--- src/hdl/lhb_regs.svh ---
// constants of the host bus interface: pin positions and counts
`ifndef LHB_REGS_SVH
`define LHB_REGS_SVH
`define LHB_BYTE_W 8
`define LHB_PIN_W 15
`define LHB_SI_BIT 7
`define LHB_SCL_BIT 6
`define LHB_P_CDS 8
`define LHB_P_WR 9
`define LHB_P_RD 10
`define LHB_P_CS 11
`define LHB_P_INIT 12
`define LHB_P_STRB 13
`define LHB_P_PS 14
`define LHB_BIT_LAST 3'h7
`define LHB_BIT_ZERO 3'h0
`define LHB_BIT_ONE 3'h1
`define LHB_BYTE_ZERO 8'h00
`define LHB_PIN_IDLE 15'h5eff
`endif

--- src/hdl/lhb_pkg.sv ---
// types of the host bus interface
`default_nettype none
package lhb_pkg;
  typedef enum logic [1:0] {
    LHB_SERIAL = 2'b00,
    LHB_SPLIT = 2'b01,
    LHB_ENABLE = 2'b10
  } lhb_mode_t;
endpackage : lhb_pkg
`default_nettype wire

--- src/hdl/lhb_host_bus.sv ---
// device side of the display controller host bus interface
`timescale 1ns/1ns
`default_nettype none
`include "lhb_regs.svh"
module lhb_host_bus
  import lhb_pkg::*;
#(
  parameter int DATA_W = `LHB_BYTE_W
) (
  input wire logic clk_sys,
  input wire logic srst,
  input wire logic [DATA_W-1:0] data_in,
  output logic [DATA_W-1:0] data_out,
  output logic data_oe,
  input wire logic rd_pin,
  input wire logic wr_pin,
  input wire logic cmd_data_sel,
  input wire logic chip_sel_n,
  input wire logic init_low,
  input wire logic ser_par_sel,
  input wire logic strobe_mode,
  input wire logic [DATA_W-1:0] rd_byte,
  output logic rd_take,
  output logic [DATA_W-1:0] rx_byte,
  output logic rx_is_data,
  output logic rx_valid,
  output logic init_active
);

  // ----------------------------------------
  // elaboration check
  // ----------------------------------------
  if (DATA_W != `LHB_BYTE_W) begin : g_bad_width
    $error("data width must be eight");
  end

  function automatic logic fn_rise(input logic cur, input logic prev);
    fn_rise = cur & ~prev;
  endfunction : fn_rise

  // ----------------------------------------
  // pin synchronisers
  // ----------------------------------------
  // s1 feeds s2 only; s3 holds the previous sample for edges and data
  logic [`LHB_PIN_W-1:0] s1_r;
  logic [`LHB_PIN_W-1:0] s2_r;
  logic [`LHB_PIN_W-1:0] s3_r;
  wire [`LHB_PIN_W-1:0] pins_w = {ser_par_sel, strobe_mode, init_low, chip_sel_n,
                                  rd_pin, wr_pin, cmd_data_sel, data_in};

  always_ff @(posedge clk_sys) begin
    if (srst) begin
      s1_r <= `LHB_PIN_IDLE;
      s2_r <= `LHB_PIN_IDLE;
      s3_r <= `LHB_PIN_IDLE;
    end else begin
      s1_r <= pins_w;
      s2_r <= s1_r;
      s3_r <= s2_r;
    end
  end

  // ----------------------------------------
  // decode
  // ----------------------------------------
  lhb_mode_t mode;
  assign mode = !s2_r[`LHB_P_PS] ? LHB_SERIAL :
                (s2_r[`LHB_P_STRB] ? LHB_ENABLE : LHB_SPLIT);
  wire dev_rst = srst | ~s2_r[`LHB_P_INIT];
  wire cs_act = ~s2_r[`LHB_P_CS];
  wire [DATA_W-1:0] bus_prev = s3_r[DATA_W-1:0];
  wire cd_prev = s3_r[`LHB_P_CDS];
  wire rd_s = s2_r[`LHB_P_RD];
  wire rw_s = s2_r[`LHB_P_WR];
  wire rw_prev = s3_r[`LHB_P_WR];
  wire is_ser = (mode == LHB_SERIAL);
  wire is_split = (mode == LHB_SPLIT);
  wire is_en = (mode == LHB_ENABLE);
  wire scl_rise = fn_rise(s2_r[`LHB_SCL_BIT], s3_r[`LHB_SCL_BIT]);
  wire wr_rise = fn_rise(s2_r[`LHB_P_WR], s3_r[`LHB_P_WR]);
  wire rd_rise = fn_rise(rd_s, s3_r[`LHB_P_RD]);
  // enable falls to end a transfer
  wire e_fall = fn_rise(s3_r[`LHB_P_RD], rd_s);

  // ----------------------------------------
  // serial shifter
  // ----------------------------------------
  logic [DATA_W-1:0] sh_r;
  logic [2:0] bit_r;
  // msb first, previous sample avoids hold risk
  wire [DATA_W-1:0] sh_nxt = {sh_r[DATA_W-2:0], bus_prev[`LHB_SI_BIT]};
  wire ser_step = is_ser & cs_act & scl_rise;
  wire ser_done = ser_step & (bit_r == `LHB_BIT_LAST);
  // count restarts whenever chip select drops away
  wire [2:0] bit_nxt = (!cs_act || !is_ser) ? `LHB_BIT_ZERO :
                       (ser_step ? bit_r + `LHB_BIT_ONE : bit_r);

  // ----------------------------------------
  // write capture and read drive
  // ----------------------------------------
  // split write on strobe rising edge
  wire par_wr = is_split & cs_act & wr_rise;
  // direction low writes, latched as enable falls
  wire en_wr = is_en & cs_act & e_fall & ~rw_prev;
  wire any_wr = par_wr | en_wr | ser_done;
  wire [DATA_W-1:0] rx_nxt = ser_done ? sh_nxt : bus_prev;
  // split read strobe low drives the bus
  // enable high with direction high drives the bus
  wire oe_nxt = cs_act & ((is_split & ~rd_s) | (is_en & rd_s & rw_s));
  wire take_nxt = cs_act & ((is_split & rd_rise) | (is_en & e_fall & rw_prev));

  logic [DATA_W-1:0] data_out_r;
  logic data_oe_r;
  logic rd_take_r;
  logic [DATA_W-1:0] rx_byte_r;
  logic rx_is_data_r;
  logic rx_valid_r;
  logic init_active_r;

  always_ff @(posedge clk_sys) begin
    if (dev_rst) begin
      sh_r <= `LHB_BYTE_ZERO;
      bit_r <= `LHB_BIT_ZERO;
      rx_byte_r <= `LHB_BYTE_ZERO;
      rx_is_data_r <= 1'b0;
      rx_valid_r <= 1'b0;
      rd_take_r <= 1'b0;
      data_oe_r <= 1'b0;
    end else begin
      sh_r <= ser_step ? sh_nxt : sh_r;
      bit_r <= bit_nxt;
      rx_valid_r <= any_wr;
      rd_take_r <= take_nxt;
      data_oe_r <= oe_nxt;
      if (any_wr) begin
        rx_byte_r <= rx_nxt;
        // command/data flag travels with the byte
        rx_is_data_r <= cd_prev;
      end
    end
  end

  // read byte follows the core; it only reaches the pins with data_oe
  // byte wide two-way path
  always_ff @(posedge clk_sys) begin
    if (srst) begin
      data_out_r <= `LHB_BYTE_ZERO;
      init_active_r <= 1'b1;
    end else begin
      data_out_r <= rd_byte;
      init_active_r <= ~s2_r[`LHB_P_INIT];
    end
  end

  assign data_out = data_out_r;
  assign data_oe = data_oe_r;
  assign rd_take = rd_take_r;
  assign rx_byte = rx_byte_r;
  assign rx_is_data = rx_is_data_r;
  assign rx_valid = rx_valid_r;
  assign init_active = init_active_r;
endmodule : lhb_host_bus
`default_nettype wire

--- config.mk ---
export PLATFORM = sky130hd
export DESIGN_NAME = lhb_host_bus
export DESIGN_NICKNAME = d
export VERILOG_FILES = /design/src/hdl/lhb_pkg.sv /design/src/hdl/lhb_host_bus.sv
export VERILOG_INCLUDE_DIRS = /design/src /design/src/hdl
export SDC_FILE = /design/constraint.sdc
export NUM_CORES = 1
export LEC_CHECK = 0
export CAP_MARGIN = 15
export CORE_UTILIZATION = 50
export DETAILED_ROUTE_END_ITERATION = 10
export DONT_BUFFER_PORTS = 1
export SLEW_MARGIN = 10
export SYNTH_ARGS = -nofsm -noshare
export SYNTH_HDL_FRONTEND = slang
export SYNTH_SLANG_ARGS = --single-unit
--- constraint.sdc ---
create_clock -name clk_sys -period 4.3 [get_ports clk_sys]
set_input_delay 0.215 -clock clk_sys [delete_from_list [all_inputs] [get_ports clk_sys]]
set_output_delay 0.215 -clock clk_sys [all_outputs]
set_load 0.03 [all_outputs]
==> out/qor.csv, run 1 <==
stage,metric,value,unit
clock_tree,clkTransAtPathRegs,70,ps
global_route,grt_pass1_vias,1383,
power,power.density,521.0,mW/mm2
synthesis,yosys_register_bits,72,
synthesis,synth-xor-area-share,0.3829,%
timing,hold_viol,0,
synthesis,synth_mux_area_share,7.002,%
job,cap_viol_max_count,0,
die,initial_core_util,52.17,%
critical_path,critical_path_buf_inv_count,1,
synthesis,ys_seq_area_share,63.02,%
global_route,grt_max_degree,50,
finish,mostFrequentLayoutCells,"72 x dfxtp_1, 36 x or2_2, 16 x mux2i_1, 16 x dlygate4sd3_1, 14 x nor2b_1",
finish,nNetsFinal,243,
critical_path,slowest_delay,380,ps
global_route,antenna_found_initial,0,
detailed_routing,route.detailed.drc,0,
die,pin_count,46,
critical_path,worstPathMaxFanout,12,
clock_tree,cts_buffer_depth,2,
timing,rsz0062_at_grt,no,
finish,areaGrowthSynthToFinish,20.68,%
synthesis,ys_warn_count,0,
timing,max_freq,535.1,MHz
global_route,grt_use_total,16.35,%
power,p_leak,1.114,nW
die,rows,24,
timing,period_share,43.46,%
place,gp_congestion,0.7587,
die,dieArea,0.004849,mm2
place,portBuffers,0,
timing,skew,7.404,ps
die,die_x,69.64,um
finish,final_common_cell,dfxtp_1,
global_route,grt_first_pass_wirelength,5.982,mm
detailed_routing,viasPerCell,5.018,
detailed_routing,drt-initial-drc-count,46,
timing,setup_viol,0,
die,core,0.004384,mm2
synthesis,synth_adder_area_share,1.094,%
detailed_routing,final_antenna_net_count,0,
timing,setup_tns,0,ps
detailed_routing,firstDrtPassIters,4,
timing,worstMarginPinSlew,631.4,ps
detailed_routing,routed_wl,3.496,mm
clock_tree,numClockSinks,72,
clock_tree,cts_setup_buffers,0,
clock_tree,clk-insertion-delay-late,330,ps
critical_path,worstPathRequired,4500,ps
place,place_ws,2438,ps
synthesis,syn_area,0.002287,mm2
critical_path,cp_top_family,simple AND/OR/NAND/NOR gates,
critical_path,worstPathCellList,nor4b_2 > buf_4 > and2_1 > or2_1 > a211oi_1,
critical_path,slowest_stage,and2_1,
timing,min_period,1869,ps
detailed_routing,post_drt_wl_per_cell,12.81,um
critical_path,arrival,2070,ps
critical_path,rrSetupSlack,2430,ps
timing,slew_headroom,57.82,%
synthesis,syn_inst,197,
critical_path,start_kind,flop,
power,total_power,1.438,mW
synthesis,syn_avg_cell_area,11.61,um2
synthesis,synth_compound_area_share,6.455,%
detailed_routing,vias,1370,
synthesis,synth.distinct_cells,29,
global_route,grt_overflow,0,
timing,worst_slack,2431,ps
power,worst_ir_drop_vdd,300.4,uV
clock_tree,htreeDepth,3,
timing,maxSlewViolCount,0,
finish,antenna_cells,0,
critical_path,path_class,flop to flop,
synthesis,synth_top_family_by_area,simple AND/OR/NAND/NOR gates,
finish,drive_gt1_share,25.34,%
synthesis,synthSimpleGateAreaFrac,19.75,%
clock_tree,root_buffer,clkbuf_8,
synthesis,synth_nets,224,
critical_path,critPathCaptureType,flop,
min_path,min_path_type,input port to flop,
clock_tree,cts_tree,yes,
outcome,outcome,finished clean,
die,die_h,69.64,um
clock_tree,cts_buffers,9,
==> through the flow <==
step                utilization (%)  hold slack (ps)  area, um2  instances
floorplan                         -            318.8       2287        197
global placement              52.71            290.7       2311        240
detailed placement            52.71            293.0       2311        240
CTS                           62.73            2.249       2750        272
global route                  62.96            2.759       2760        273
finish                        62.96            11.99       2760        273
==> final cells by class <==
type	instances	area (um2)
multi-input combinational	114	793.3
fill	345	1624
clock inverter	5	127.6
clock buffer	11	141.4
timing repair buffer	18	187.7
inverter	1	3.754
sequential	72	1441
tap	52	65.06
==> where the power goes <==
part | total, mW | internal [mW] | switching (mW) | leakage (nW)
Clock | 0.689 | 0.460 | 0.229 | 0.130
Sequential | 0.705 | 0.688 | 0.0177 | 0.591
Combinational | 0.0433 | 0.0262 | 0.0171 | 0.393
==> worst paths after layout <==
kind                                           from                       to  depth (start not counted)
worst max-delay path            s2_r[14]$_SDFF_PP1_  rx_byte[6]$_SDFFE_PP0P_                          5
worst min-delay path                     rd_byte[7]   data_out[7]$_SDFF_PP0_                          1
worst max register to register  s2_r[14]$_SDFF_PP1_  rx_byte[6]$_SDFFE_PP0P_                          5
worst min register to register   s2_r[1]$_SDFF_PP1_       s3_r[1]$_SDFF_PP1_                          1
==> worst reg2reg max path, delay by kind of cell (launching register included) <==
kind / cells / cell delay, ps
buf+inv: 1 / 250
simple gates: 3 / 1020
compound gates: 1 / 120
flops: 1 / 350
==> cell usage after synthesis, drive strengths merged <==
master	number	area, um2
dfxtp	72	1441
or2	37	231.5
mux2i	16	160.2
nor2b	14	87.58
a21oi	8	40.04
nor2	7	26.28
o31ai	7	52.55
clkbuf	6	22.52
buf	4	26.27
a211oi	3	35.03
nor4	3	18.77
and2	2	12.51
ha	2	25.02
nand2	2	7.510
nand2b	2	12.51
nor3	2	10.01
inv	1	3.750
nand3	1	5.000
nand3b	1	7.510
nand4b	1	8.760
nor4b	1	15.01
o211ai	1	7.510
o21a	1	7.510
o21ai	1	5.000
or3b	1	8.760
xnor2	1	8.760
==> logic make-up (layout without fill, tap and decap cells) <==
family | count (synthesis) | after routing
flip-flops | 72 | 72
XOR/XNOR | 1 | 1
multiplexers | 16 | 16
buffers and inverters | 11 | 35
AO/OA/AOI/OAI | 21 | 21
adder cells (fa/ha/maj) | 2 | 2
AND/OR/NAND/NOR | 74 | 74
==> sequential cells by signal, indices dropped and copies added, names as in the netlist <==
name / count
bit_r: 3
data_oe: 1
data_out: 8
init_active: 1
rd_take: 1
rx_byte: 8
rx_is_data: 1
rx_valid: 1
s1_r: 15
s2_r: 15
s3_r: 11
sh_r: 7
==> repair_timing <==
action	4_1_cts	5_1_grt
hold endpoints to repair	49	1
resized for setup	0	0
hold buffers	16	1
==> layer usage <==
metal | share of wire (%) | vias up | track usage, %
li1 | - | 695 | -
met1 | 44 | 627 | 17.12
met2 | 48 | 40 | 27.18
met3 | 4.9 | 8 | 5.523
met4 | 2.5 | 0 | 12.00
met5 | 0 | - | 0
(Power assumes the default switching activity.)
==> inputs of run 2 (changes only) <==
Clock period 4.3 ns to 1.9 ns, I/O delays scaled along.
==> run 2 against run 1 <==
Sequential power is 130% higher. Non-clock buffer count is 11 higher. Routed wire length is 6.8% higher. Setup slack worse by 2100 ps. Die area did not move. Highest routed layer unchanged.
==> out/qor.csv, run 2 (synthesis results as in run 1) <==
stage,metric,value,unit
die,pin_count,46,
critical_path,rrSetupSlack,290,ps
outcome,outcome,finished clean,
global_route,grt_first_pass_wirelength,6.368,mm
power,p_switching,581.9,uW
critical_path,worstPathMaxFanout,7,
global_route,grt_max_degree,50,
detailed_routing,final_antenna_net_count,0,
timing,setup_viol,0,
global_route,antenna_found_initial,0,
timing,min_period,1609,ps
detailed_routing,route.detailed.drc,0,
power,pwr-share-seq,51.8,%
finish,fin_cells,283,
die,die_x,69.64,um
critical_path,path_class,flop to flop,
critical_path,start_kind,flop,
die,core,0.004384,mm2
timing,period_share,84.66,%
clock_tree,numClockSinks,72,
place,portBuffers,0,
finish,drive_gt1_share,25.97,%
clock_tree,clkTransAtPathRegs,70,ps
min_path,min_path_type,input port to flop,
critical_path,slowest_delay,430,ps
finish,final_common_cell,dfxtp_1,
clock_tree,cts_setup_buffers,0,
timing,maxSlewViolCount,0,
critical_path,critPathCaptureType,flop,
finish,antenna_cells,0,
global_route,grt_use_total,16.88,%
min_path,holdPathEnd,data_out[7]$_SDFF_PP0_,
finish,mostFrequentLayoutCells,"72 x dfxtp_1, 36 x or2_2, 23 x dlygate4sd3_1, 16 x mux2i_1, 14 x nor2b_1",
global_route,grt_overflow,0,
power,total_power,3.085,mW
die,die_h,69.64,um
global_route,grt_pass1_vias,1426,
clock_tree,clk-insertion-delay-late,330,ps
finish,top_regs,"s1_r: 15 flops, s2_r: 15 flops, s3_r: 11 flops",
clock_tree,cts_buffer_depth,2,
job,cap_viol_max_count,0,
critical_path,arrival,1810,ps
critical_path,worstPathRequired,2100,ps
finish,nNetsFinal,254,
clock_tree,htreeDepth,3,
timing,skew,9.490,ps
timing,slew_headroom,70.62,%
detailed_routing,post_drt_wl_per_cell,13.19,um
finish,final-seq-area,0.001441,mm2
power,combPwrFrac,3.6,%
finish,multi_input_area,793.3,um2
power,pwr-share-clk,44.6,%
timing,worst_slack,291.4,ps
power,switching_share,18.86,%
clock_tree,root_buffer,clkbuf_8,
place,place_inst,244,
detailed_routing,firstDrtPassIters,4,
place,place_ws,330.7,ps
die,dieArea,0.004849,mm2
critical_path,reg2reg_from,s2_r[14]$_SDFF_PP1_,
timing,max_freq,621.6,MHz
detailed_routing,vias,1401,
power,p_leak,1.156,nW
place,hpwl,2.243,mm
finish,fillerInstances,354,
timing,rsz0062_at_grt,no,
die,rows,24,
detailed_routing,drt-initial-drc-count,57,
die,initial_core_util,52.17,%
detailed_routing,viasPerCell,4.951,
critical_path,worstPathCellList,nor4b_2 > nand2_1 > mux2i_1 > a21oi_1,
critical_path,ff2ff_path_depth,4,
power,power.density,1090,mW/mm2
power,intPower,2.503,mW
detailed_routing,routed_wl,3.734,mm
timing,worstMarginPinSlew,440.3,ps
clock_tree,cts_buffers,9,
critical_path,slowest_stage,nor4b_2,
min_path,hp-start,srst,
timing,hold_viol,0,
finish,areaGrowthSynthToFinish,23.74,%
timing,setup_tns,0,ps
min_path,whs_path_depth,2,
power,worst_ir_drop_vdd,614.3,uV
place,gp_congestion,0.7638,
clock_tree,cts_tree,yes,
critical_path,worstReg2RegEnd,rx_byte[5]$_SDFFE_PP0P_,
run 2: metrics by stage:
stage,instance area (um2),hold slack [ps],util (%)
final,2830,46.89,64.55
after global routing,2830,63.30,64.55
after CTS,2830,39.89,64.55
after detailed placement,2341,173.2,53.40
after global placement,2341,170.7,53.40
after floorplan,2287,198.8,-
run 2: final cells by class:
type,instances,share of cell area [%]
clock inverter,2,2.122
sequential,72,50.93
multi-input combinational,114,28.03
tap,52,2.299
timing repair buffer,29,10.17
clock buffer,13,6.322
inverter,1,0.1326
run 2: what timing repair did:
item	in CTS	in global routing
endpoints found under the hold margin	49	0
gates resized for setup	0	0
hold buffers	24	0
run 2: critical path: cells and delay by family, from the launching register on:
| family | cells | cell delay [ps] |
|---|---|---|
| compound gates | 1 | 90 |
| simple gates | 2 | 770 |
| mux | 1 | 270 |
| flops | 1 | 360 |
run 2: per-layer routing:
| layer | global-route usage (%) | wire length (um) | share of wire, % |
|---|---|---|---|
| met1 | 19.38 | 1625 | 44 |
| met2 | 28.26 | 1837 | 49 |
| met3 | 4.797 | 196 | 5.2 |
| met4 | 9.333 | 74 | 2.0 |
| met5 | 0 | 0 | 0 |
run 2: worst max path at each step:
stage / startpoint / endpoint / slack, ps / cells after the start
finish: s2_r[14]$_SDFF_PP1_ / rx_byte[5]$_SDFFE_PP0P_ / 290 / 4
global route: s2_r[14]$_SDFF_PP1_ / rx_byte[3]$_SDFFE_PP0P_ / 180 / 4
CTS: s2_r[14]$_SDFF_PP1_ / rx_byte[5]$_SDFFE_PP0P_ / 320 / 4
detailed placement: s2_r[14]$_SDFF_PP1_ / rx_byte[1]$_SDFFE_PP0P_ / 330 / 4
global placement: bit_r[0]$_SDFFE_PP0P_ / rx_valid$_SDFF_PP0_ / 400 / 5
floorplan: bit_r[0]$_SDFFE_PP0P_ / rx_valid$_SDFF_PP0_ / 470 / 6
run 2: power groups by stage:
stage | sequential (mW) | clock, mW | combinational, mW
final | 1.60 | 1.38 | 0.112
after global routing | 1.60 | 1.48 | 0.124
after CTS | 1.60 | 1.40 | 0.113
after detailed placement | 1.63 | 0 | 0.0608
after global placement | 1.63 | 0 | 0.0583
after floorplan | 1.63 | 0 | 0.0611
